--- src/logic/sdt_params.svh ---
// Summary of operation
// - Writing one to transfer bit copies all staged values to active registers together.
// - With phase-update mode set, phase increment and offset change only on transfer.
// - Transfer also loads newly written filter coefficients into the active filter.
// - Transfer bit self-clears, staying one until the copy has completed.
// - Writing zero to transfer bit does nothing; bits 7 to 1 read zero.
// - Local disable bit zero keeps the power pin live; one ignores it fully.
// - With local disable zero, pin effect follows the global pin-function field.
// - Field 00 means full power-down, 01 means standby, 10 means pin ignored.
// - An asserted power pin overrides the per-channel power mode bits only when it acts: field 00 or 01 with local disable zero.
`ifndef SDT_PARAMS_SVH
`define SDT_PARAMS_SVH
// ==========================================================
// Register offsets
`define SDT_ADDR_W 15
`define SDT_OFF_VENDOR_LOW 15'h000c
`define SDT_OFF_VENDOR_HIGH 15'h000d
`define SDT_OFF_XFER 15'h000f
`define SDT_OFF_LOCAL_PIN 15'h003f
// ==========================================================
// Field positions and reset values
`define SDT_XFER_BIT 0
`define SDT_LOCAL_DIS_BIT 7
`define SDT_XFER_RESET 8'h00
`define SDT_LOCAL_RESET 8'h00
`define SDT_FUNC_POWER_DOWN 2'h0
`define SDT_FUNC_STANDBY 2'h1
`define SDT_FUNC_IGNORED 2'h2
// ==========================================================
// Datapath widths
`define SDT_PHASE_W 48
`endif

--- src/logic/sdt_pkg.sv ---
`include "sdt_params.svh"
package sdt_pkg;
  typedef enum logic [1:0] {
    SDT_IDLE,
    SDT_LOAD,
    SDT_DONE
  } sdt_state_t;

  typedef struct packed {
    logic [`SDT_PHASE_W-1:0] increment;
    logic [`SDT_PHASE_W-1:0] offset;
  } sdt_phase_t;

  typedef struct packed {
    logic power_down;
    logic standby;
  } sdt_power_t;
endpackage : sdt_pkg

--- src/logic/sdt_shadow_transfer_regs.sv ---
`include "sdt_params.svh"
module sdt_shadow_transfer_regs #(
  parameter int COEF_W = 64,
  // The vendor code default is an arbitrary neutral value.
  parameter logic [15:0] VENDOR_CODE = 16'ha5c3
) (
  input wire logic clk_sys_in,
  input wire logic sys_rst_in,
  input wire logic reg_wr_en_in,
  input wire logic reg_rd_en_in,
  input wire logic [`SDT_ADDR_W-1:0] reg_addr_in,
  input wire logic [7:0] reg_wdata_in,
  output logic [7:0] reg_rdata_out,
  input wire logic phase_update_mode_in,
  input wire sdt_pkg::sdt_phase_t phase_staged_in,
  input wire logic [COEF_W-1:0] coef_staged_in,
  input wire logic [1:0] pin_function_in,
  input wire logic [1:0] chan_power_mode_in,
  input wire logic power_down_standby_pin_in,
  output sdt_pkg::sdt_phase_t phase_active_out,
  output logic [COEF_W-1:0] coef_active_out,
  output sdt_pkg::sdt_power_t power_out,
  output logic [1:0] chan_power_mode_out
);

  // ==========================================================
  // Register decode
  localparam logic [7:0] XFER_RESET = `SDT_XFER_RESET;
  localparam logic [7:0] LOCAL_RESET = `SDT_LOCAL_RESET;
  sdt_pkg::sdt_state_t state;
  logic xfer_bit;
  logic local_dis;
  logic xfer_wr;
  logic pin_s1;
  logic pin_s2;
  logic pin_s3;
  logic pin_level;
  logic next_pd;
  logic next_sb;

  assign xfer_wr = reg_wr_en_in && (reg_addr_in == `SDT_OFF_XFER);

  always_ff @(posedge clk_sys_in or posedge sys_rst_in)
  begin
    if (sys_rst_in)
    begin
      reg_rdata_out <= 8'h00;
    end
    else if (reg_rd_en_in)
    begin
      case (reg_addr_in)
        `SDT_OFF_VENDOR_LOW: reg_rdata_out <= VENDOR_CODE[7:0];
        `SDT_OFF_VENDOR_HIGH: reg_rdata_out <= VENDOR_CODE[15:8];
        `SDT_OFF_XFER: reg_rdata_out <= {7'h00, xfer_bit};
        `SDT_OFF_LOCAL_PIN: reg_rdata_out <= {local_dis, 7'h00};
        default: reg_rdata_out <= 8'h00;
      endcase
    end
  end

  always_ff @(posedge clk_sys_in or posedge sys_rst_in)
  begin
    if (sys_rst_in)
    begin
      local_dis <= LOCAL_RESET[`SDT_LOCAL_DIS_BIT];
    end
    else if (reg_wr_en_in && (reg_addr_in == `SDT_OFF_LOCAL_PIN))
    begin
      local_dis <= reg_wdata_in[`SDT_LOCAL_DIS_BIT];
    end
  end

  // ==========================================================
  // Transfer sequence
  // A write arriving while a transfer runs is dropped; the bit already reads one.
  always_ff @(posedge clk_sys_in or posedge sys_rst_in)
  begin
    if (sys_rst_in)
    begin
      state <= sdt_pkg::SDT_IDLE;
      xfer_bit <= XFER_RESET[`SDT_XFER_BIT];
    end
    else
    begin
      case (state)
        sdt_pkg::SDT_IDLE:
        begin
          if (xfer_wr && reg_wdata_in[`SDT_XFER_BIT])
          begin
            state <= sdt_pkg::SDT_LOAD;
            xfer_bit <= 1'b1;
          end
        end
        sdt_pkg::SDT_LOAD:
        begin
          state <= sdt_pkg::SDT_DONE;
        end
        sdt_pkg::SDT_DONE:
        begin
          state <= sdt_pkg::SDT_IDLE;
          xfer_bit <= 1'b0;
        end
        default:
        begin
          state <= sdt_pkg::SDT_IDLE;
          xfer_bit <= 1'b0;
        end
      endcase
    end
  end

  always_ff @(posedge clk_sys_in or posedge sys_rst_in)
  begin
    if (sys_rst_in)
    begin
      phase_active_out <= '0;
    end
    else if ((state == sdt_pkg::SDT_LOAD) || !phase_update_mode_in)
    begin
      phase_active_out <= phase_staged_in;
    end
  end

  always_ff @(posedge clk_sys_in or posedge sys_rst_in)
  begin
    if (sys_rst_in)
    begin
      coef_active_out <= '0;
    end
    else if (state == sdt_pkg::SDT_LOAD)
    begin
      coef_active_out <= coef_staged_in;
    end
  end

  // ==========================================================
  // Power pin
  // The pin is asynchronous, so a level counts only once two late stages agree.
  always_ff @(posedge clk_sys_in or posedge sys_rst_in)
  begin
    if (sys_rst_in)
    begin
      pin_s1 <= 1'b0;
      pin_s2 <= 1'b0;
      pin_s3 <= 1'b0;
      pin_level <= 1'b0;
    end
    else
    begin
      pin_s1 <= power_down_standby_pin_in;
      pin_s2 <= pin_s1;
      pin_s3 <= pin_s2;
      if (pin_s2 == pin_s3)
      begin
        pin_level <= pin_s3;
      end
    end
  end

  always_comb
  begin
    next_pd = 1'b0;
    next_sb = 1'b0;
    if (pin_level && !local_dis)
    begin
      case (pin_function_in)
        `SDT_FUNC_POWER_DOWN: next_pd = 1'b1;
        `SDT_FUNC_STANDBY: next_sb = 1'b1;
        default: next_pd = 1'b0;
      endcase
    end
  end

  always_ff @(posedge clk_sys_in or posedge sys_rst_in)
  begin
    if (sys_rst_in)
    begin
      power_out <= '0;
      chan_power_mode_out <= 2'h0;
    end
    else
    begin
      power_out.power_down <= next_pd;
      power_out.standby <= next_sb;
      chan_power_mode_out <= (next_pd || next_sb) ? 2'h0 : chan_power_mode_in;
    end
  end
endmodule : sdt_shadow_transfer_regs

--- config.mk ---
export PLATFORM = sky130hd
export DESIGN_NAME = sdt_shadow_transfer_regs
export DESIGN_NICKNAME = d
export VERILOG_FILES = /design/src/logic/sdt_pkg.sv /design/src/logic/sdt_shadow_transfer_regs.sv
export VERILOG_INCLUDE_DIRS = /design/src /design/src/logic
export SDC_FILE = /design/constraint.sdc
export NUM_CORES = 1
export LEC_CHECK = 0
export BUFFER_PORTS_ARGS = -buffer_cell sky130_fd_sc_hd__buf_2
export CAP_MARGIN = 20
export CORE_AREA = 2 2 141 143
export DETAILED_ROUTE_END_ITERATION = 12
export DIE_AREA = 0 0 143 145
export PLACE_DENSITY = 0.64
export SLEW_MARGIN = 10
export SYNTH_ARGS = -nofsm -noshare
export SYNTH_HDL_FRONTEND = slang
export SYNTH_SLANG_ARGS = --single-unit
--- constraint.sdc ---
create_clock -name clk_sys_in -period 8.44 [get_ports clk_sys_in]
set_input_delay 2.532 -clock clk_sys_in [delete_from_list [all_inputs] [get_ports clk_sys_in]]
set_output_delay 2.532 -clock clk_sys_in [all_outputs]
set_load 0.01 [all_outputs]
After elaboration in Yosys (flattened, before gate mapping)
Index checks and enable logic that the tools add are counted.

storage, ports and cells
  output and inout bits = 172
  flip-flop bits (word level) = 180
  input bits = 193
  logic and storage cells = 44

cells by class
  reduce and logical (&&, ||, !) cells = 11
  equal/unequal tests = 8
  bitwise logic cells = 1
  multiplexer cells = 10

operators with widths
  kind                 count
  $eq 15x4->1 const B  3
  $pmux 8 s4           1
  $eq 15x6->1 const B  1
  $mux 1               5
  $eq 2x1->1 const B   2
  $logic_and 1x1->1    4
  $logic_not 2->1      2
  $mux 2               2
  $pmux 2 s2           1
  $logic_not 1->1      2
  $logic_or 1x1->1     2
  $ne 2x2->1 const B   1
  $pmux 1 s2           1
  $reduce_and 2->1     1
  $eq 1x1->1           1
  $not 1->1            1

Depth between registers and ports, before layout
Gate-level depths: netlist of run 1.

  depth in word-level cells = 5
  depth in mapped cells = 6
  depth with buffers taken out = 3

Least setup slack after synthesis of run 1
No wires, ideal clock.

  path kind = input to register
  from = input port reg_addr_in[9]
  to = register reg_rdata_out[6]
  setup time = 110 ps
  slack = 4,971 ps
  arrival time = 3,359 ps
  buffers on the path = 0
  cell stages on the path = 3
  cell sequence = nor4_1 -> nand4_1 -> o41ai_1

on the way
  word-level cells in the longest chain between the ends = 2
  elaborated cells between the ends (all ways) = 5

ends and longest elaborated chain
  element                                            line                            RTL
  start: declaration                                 sdt_shadow_transfer_regs.sv:11  input wire logic [`SDT_ADDR_W-1:0] reg_addr_in,
  $eq 15x6->1 / $eq 15x4->1 (equally long branches)  sdt_shadow_transfer_regs.sv:51  case (reg_addr_in)
  $pmux 8 s4 *                                       sdt_shadow_transfer_regs.sv:51
  end signal: assignment                             sdt_shadow_transfer_regs.sv:52  `SDT_OFF_VENDOR_LOW: reg_rdata_out <= VENDOR_CODE[7:0];
  end signal: assignment                             sdt_shadow_transfer_regs.sv:53  `SDT_OFF_VENDOR_HIGH: reg_rdata_out <= VENDOR_CODE[15:8];
  end signal: assignment                             sdt_shadow_transfer_regs.sv:54  `SDT_OFF_XFER: reg_rdata_out <= {7'h00, xfer_bit};
  end: declaration                                   sdt_shadow_transfer_regs.sv:13  output logic [7:0] reg_rdata_out,

Mark *: on every way between the ends. The rest lies on a longest branch, timed or not.
A chain may end at the register's enable or synchronous reset.

Worst setup path after layout of run 1
  from = input port phase_update_mode_in
  to = register phase_active_out[94] (netlist name)

on the way
  word-level cells in the longest chain between the ends = 2

ends and longest elaborated chain
  element                 line                             RTL
  start: declaration      sdt_shadow_transfer_regs.sv:14   input wire logic phase_update_mode_in,
  $logic_not 1->1         sdt_shadow_transfer_regs.sv:118  else if ((state == sdt_pkg::SDT_LOAD) || !phase_update_mode_in)
  $logic_or 1x1->1        sdt_shadow_transfer_regs.sv:118
  end signal: assignment  sdt_shadow_transfer_regs.sv:120  phase_active_out <= phase_staged_in;
  end: declaration        sdt_shadow_transfer_regs.sv:20   output sdt_pkg::sdt_phase_t phase_active_out,

No other way between the ends.

==> qor.yml, run 1 <==
place:
  gp_congestion: 0.730
  io_buffers: 356
  placed_cells: 1001
  dp_hpwl_um: 11800
route:
  antenna_left: 0
  wl_um: 16100
  firstDrtPassIters: 4
  dr.first_iter.drc_count: 93
  vias: 4588
  via_per_inst: 4.44
  drt-wirelength-per-cell_um: 15.6
  drcViolationCount: 0
synthesis:
  syn_avg_cell_area_um2: 17.0
  yosysUniqueCellTypes: 27
  synth_top_area_cell: "dfrtp_1"
  netlist_area_um2: 6760
  yosysSeqAreaShare_pct: 65.1
  yosysMostFrequentCell: "dfrtp_1"
  synth_ff_type: "dfrtp_1"
  async_flop_share_pct: 100
  synth.area.top_cells: "dfrtp_1 65%, mux2_2 20%, mux2_4 8.9%"
  yosys_warnings: 0
  synth_commonest_cells: "176 x dfrtp_1, 121 x mux2_2, 40 x mux2_4"
  syn_inst: 398
  synth_top_area_share_pct: 65.1
  synth_edf_count: 0
  synth-seq-cells: 176
sta:
  hold_viol: 0
  max_freq_mhz: 244
  whs_ns: 0.347
  slew_violations: 0
  period_minus_slack_ns: 4.09
  skew_ns: 0.0103
  finalSetupTns_ns: 0
  grt_setup_unrepaired: "no"
  final.period_utilization_pct: 48.5
  worstMarginPinSlew_ns: 0.959
  finalSetupViolations: 0
  relSlewSlack_pct: 36.1
worst_setup_path:
  path_class: "in -> reg"
  critPathCaptureType: "register"
  arrival_ns: 4.39
  worstRegToRegCells: 4
  critPathRequiredTime_ns: 8.74
  r2r-start: "state[1]"
  critical_path.max_fanout: 56
  start_kind: "input pin"
  reg2reg_setup_slack_ns: 5.95
  worstReg2RegEnd: "phase_active_out[94]"
worst_hold_path:
  holdPathStages: 0
  whs_endpoint: "pin_s2"
  hold_path_class: "reg -> reg"
  hold_start: "pin_s1"
die:
  start_util_pct: 35.2
  num_rows: 51
  fp.dieH_um: 145
  fp.dieW_um: 143
  io_pins: 365
  core_area_um2: 19200
  die_area_um2: 20700
clock_tree:
  clkLatencyLatePin_ns: 0.42
  htreeDepth: 4
  ctsResizeCount: 0
  clk_path_buf_depth: 2
  clock-sinks: 176
  numCtsBuffers: 17
  postCtsSetupRepairBufs: 0
  cts_tree: "yes"
  ctsHoldBuffers: 0
  clk_pin_slew_ns: 0.07
  clock-root-buffer: "clkbuf_16"
power_and_ir_drop:
  intPower_mw: 1.41
  peakVddDrop_mv: 0.138
  sequentialPowerShare_pct: 48.5
  total_leakage_power_nw: 5.02
  switching_share_pct: 25.3
  p_clk_share_pct: 40.0
  combPwrFrac_pct: 11.5
  p_sw_mw: 0.476
  p_per_area_nw_per_um2: 202
layout:
  drive_gt1_share_pct: 72.0
  instances_no_fill: 1033
  fillers: 1697
  finalNetCount: 948
  antenna_cells: 0
  syn_to_final_growth_pct: 38.0
status:
  status: "finished clean"
grt:
  grt_antenna_before_repair: 0
  grt_first_pass_wirelength_um: 24800
  grt_pass1_vias: 4763
  grt.total_usage_pct: 15.2
  grt.overflow.total: 0
  grt_start_max_net_pins: 108
flow_run:
  max_cap_viol_count: 0
## layout make-up
class,count,area (µm²),share of cell area (%)
inverter,3,16.3,0.174
multi-input combinational,198,2210,23.7
timing repair buffer,359,1800,19.3
clock buffer,20,447,4.79
clock inverter,12,114,1.22
tap,265,332,3.55
sequential,176,4400,47.2
## power groups by stage
stage	clock network, mW	registers, mW	logic (mW)
floorplan	0	0.954	0.0880
global placement	0	0.928	0.217
detailed placement	0	0.930	0.220
CTS	0.782	0.914	0.221
global route	0.820	0.920	0.237
finish	0.754	0.914	0.217
## worst max path at each step
stage | cells after the start | to | startpoint | slack (ns)
2_1_floorplan | 1 | chan_power_mode_out[0] | sys_rst_in | 1.13
3_3_place_gp | 4 | phase_active_out[62] | phase_update_mode_in | 3.91
3_5_place_dp | 4 | phase_active_out[47] | phase_update_mode_in | 3.90
4_1_cts | 4 | phase_active_out[94] | phase_update_mode_in | 4.35
5_1_grt | 3 | coef_active_out[2] | sys_rst_in | 4.28
6_report | 4 | phase_active_out[94] | phase_update_mode_in | 4.35
## flip-flops by register name, indices dropped and copies added (netlist names)
| name | count |
|---|---|
| xfer_bit | 1 |
| chan_power_mode_out | 2 |
| pin_s2 | 1 |
| coef_active_out | 64 |
| pin_s3 | 1 |
| local_dis | 1 |
| pin_level | 1 |
| pin_s1 | 1 |
| state | 2 |
| phase_active_out | 96 |
| reg_rdata_out | 4 |
| power_out | 2 |
## layer usage
| metal | wire [µm] | vias to the layer above | share of wire [%] | GRT usage [%] |
|---|---|---|---|---|
| met1 | 6250 | 2231 | 39 | 17.0 |
| met5 | 0 | - | 0 | 0 |
| met4 | 265 | 0 | 1.6 | 4.60 |
| met3 | 1660 | 19 | 10 | 6.37 |
| li1 | - | 2117 | - | - |
| met2 | 7940 | 221 | 49 | 26.3 |
## logic make-up after synthesis
kind of cell | synth area share, %
fa+ha+maj | 0.148
compound gates | 0.703
other cells | 0.0555
flops | 65.1
mux | 29.0
simple gates | 2.53
buf+inv | 2.41
## critical path, stage by stage
cell and delay [ns]:
buf_2 0.11, nand2b_4 0.53, buf_4 0.74, mux2_2 0.41
## cells in the final DEF (no fill, tap or decap), types with 2 or more instances in the layout
cell type and n:
inv_1 2, dfrtp_1 176, nor3b_1 2, mux2_2 121, buf_4 3, conb_1 2, nand2_1 4, nand4_1 5
nor4b_1 2, inv_8 4, nor2b_1 4, mux2_4 40, clkbuf_1 2, nor4_1 2, nor3_1 2, inv_6 7
buf_2 356, clkbuf_16 17, o31ai_1 2
## through the flow
step / area, µm² / worst slack [ns] / utilization [%] / total power [mW]
finish: 9330 / 4.35 / 48.6 / 1.88
detailed placement: 8770 / 3.90 / 45.7 / 1.15
floorplan: 6770 / 1.13 / - / 1.04
global route: 9330 / 4.28 / 48.6 / 1.98
CTS: 9330 / 4.35 / 48.6 / 1.92
global placement: 8770 / 3.91 / 45.7 / 1.15
Note: power is estimated with default switching activity, not from simulation.
==> run 2: changes to the inputs <==
PLACE_DENSITY = 0.66   (was 0.64)
clock period = 3.65 ns   (was 8.44 ns; I/O delays follow)
==> qor.yml, run 2 (synthesis results as in run 1) <==
sta:
  slew_violations: 0  # unchanged
  final.period_utilization_pct: 59.4
  skew_ns: 0.00763  # -0.00268 ns
  finalSetupViolations: 0  # unchanged
  worstMarginPinSlew_ns: 0.856  # -0.103 ns
  whs_ns: 0.357  # +0.0100 ns
  hold_viol: 0  # unchanged
  max_freq_mhz: 461
  finalSetupTns_ns: 0  # unchanged
  relSlewSlack_pct: 42.9  # +6.9 points
  period_minus_slack_ns: 2.17
  grt_setup_unrepaired: "no"
layout:
  drive_gt1_share_pct: 72.1  # +0.073 points
  post-route-util_pct: 48.9  # +0.29 points
  layout_commonest_cell: "buf_2"
  regMostFlops: "phase_active_out"
  reg_top3: "phase_active_out x96, coef_active_out x64, reg_rdata_out x4"
  largest_reg_flops: 96  # unchanged
  syn_to_final_growth_pct: 38.8
  finalNetCount: 951  # +0.32%
  antenna_cells: 0  # unchanged
  layout_common_cells: "356 x buf_2, 176 x dfrtp_1, 121 x mux2_2"
power_and_ir_drop:
  peakVddDrop_mv: 0.287  # +110%
  p_per_area_nw_per_um2: 465  # +130%
  intPower_mw: 3.29  # +130%
  p_sw_mw: 1.07  # +130%
  p_clk_share_pct: 39.9  # about the same
  total_leakage_power_nw: 5.03  # +0.25%
  sequentialPowerShare_pct: 48.4  # about the same
  switching_share_pct: 24.5  # -0.71 points
  combPwrFrac_pct: 11.7  # +0.2 points
place:
  io_buffers: 356  # unchanged
  dp_hpwl_um: 12000  # +1.8%
  gp_congestion: 0.749  # +2.6%
grt:
  grt_start_max_net_pins: 100  # -7.4%
  grt_pass1_vias: 4834  # +1.5%
  grt.total_usage_pct: 15.6  # +0.37 points
  grt_first_pass_wirelength_um: 25400  # +2.3%
  grt_antenna_before_repair: 0  # unchanged
  grt.overflow.total: 0  # unchanged
worst_setup_path:
  critical_path.max_fanout: 36  # -36%
  worstReg2RegEnd: "phase_active_out[56]"
  worstPathCellList: "buf_2 -> nand2b_4 -> buf_4 -> mux2_2"
  worstRegToRegCells: 4  # unchanged
  crit_path_start: "phase_update_mode_in"
  reg2reg_setup_slack_ns: 1.65  # -4.30 ns
  crit_end: "phase_active_out[56]"
  critPathCaptureType: "register"
  arrival_ns: 2.46  # -1.93 ns
  r2r-start: "state[1]"
  critPathRequiredTime_ns: 3.95  # -4.79 ns
  start_kind: "input pin"
  crit_path_top_delay_cell: "nand2b_4"
  max_stage_delay_ns: 0.51  # -0.23 ns
  path_class: "in -> reg"
clock_tree:
  clock-root-buffer: "clkbuf_16"
  clkLatencyLatePin_ns: 0.41  # about the same
  postCtsSetupRepairBufs: 0  # unchanged
  ctsResizeCount: 0  # unchanged
  clock-sinks: 176  # unchanged
  clk_pin_slew_ns: 0.07  # about the same
  cts_tree: "yes"
  clk_path_buf_depth: 2  # unchanged
  htreeDepth: 4  # unchanged
  ctsHoldBuffers: 0  # unchanged
  numCtsBuffers: 17  # unchanged
die:
  num_rows: 51  # unchanged
  start_util_pct: 35.2  # unchanged
  fp.dieH_um: 145  # unchanged
  die_area_um2: 20700  # unchanged
  io_pins: 365  # unchanged
  fp.dieW_um: 143  # unchanged
  core_area_um2: 19200  # unchanged
route:
  antenna_left: 0  # unchanged
  via_per_inst: 4.42  # -0.39%
  firstDrtPassIters: 4  # unchanged
  drcViolationCount: 0  # unchanged
  wl_um: 16200  # +0.37%
  dr.first_iter.drc_count: 152  # +63%
  drt-wirelength-per-cell_um: 15.6  # +0.18%
  vias: 4579  # -0.20%
worst_hold_path:
  holdPathStages: 0  # unchanged
  hold_path_class: "reg -> reg"
flow_run:
  max_cap_viol_count: 0  # unchanged
status:
  status: "finished clean"
[run 2: cell types whose count changed in the layout (fill, tap and decap cells not counted), sizes merged]
| cell | change |
|---|---|
| buf | +3 |
| bufinv | +1 |
| clkbuf | -1 |
| clkinv | +1 |
| clkinvlp | +3 |
| inv | -5 |
[run 2: critical path: cells and delay by family]
family / cells / cell delay [ns]
AND/OR/NAND/NOR: 1 / 0.51
multiplexers: 1 / 0.36
buffers and inverters: 2 / 0.49
[run 2: power by group through the flow]
stage	combinational [mW]	clock, mW	sequential, mW
after floorplan	0.204	0	2.21
after global placement	0.513	0	2.15
after detailed placement	0.519	0	2.15
after CTS	0.521	1.81	2.12
after global routing	0.559	1.90	2.13
final	0.510	1.74	2.11
[run 2: how the worst min path moves through the flow]
stage / startpoint / endpoint / slack, ns
2_1_floorplan: pin_s1 / pin_s2 / 0.33
3_3_place_gp: pin_s1 / pin_s2 / 0.33
3_5_place_dp: pin_s1 / pin_s2 / 0.34
4_1_cts: pin_s1 / pin_s2 / 0.36
5_1_grt: pin_s1 / pin_s2 / 0.38
6_report: pin_s1 / pin_s2 / 0.36
[run 2: layout make-up]
class	instances	area, µm²
Multi-Input combinational cell	198	2210
Tap cell	265	332
Sequential cell	176	4400
Inverter	3	15.0
Timing Repair Buffer	362	1860
Clock buffer	19	433
Clock inverter	12	125
Fill cell	1738	9820
[run 2: per-layer routing]
layer  part of all wire (%)  vias to the layer above  global-route usage [%]
met1                     40                     2214                    18.7
met3                    9.0                       11                    5.71
met4                    1.2                        0                    4.50
met2                     49                      217                    26.2
met5                      0                        -                       0
li1                       -                     2137                       -
[run 2: per-stage QoR]
stage                     area [µm²]  std cells  worst slack [ns]  power, mW
final                           9390       1035              1.48       4.37
after floorplan                 6770        399             0.302       2.41
after global routing            9390       1035              1.43       4.59
after CTS                       9390       1035              1.47       4.45
after detailed placement        8830       1004              1.02       2.67
after global placement          8830       1004              1.03       2.66
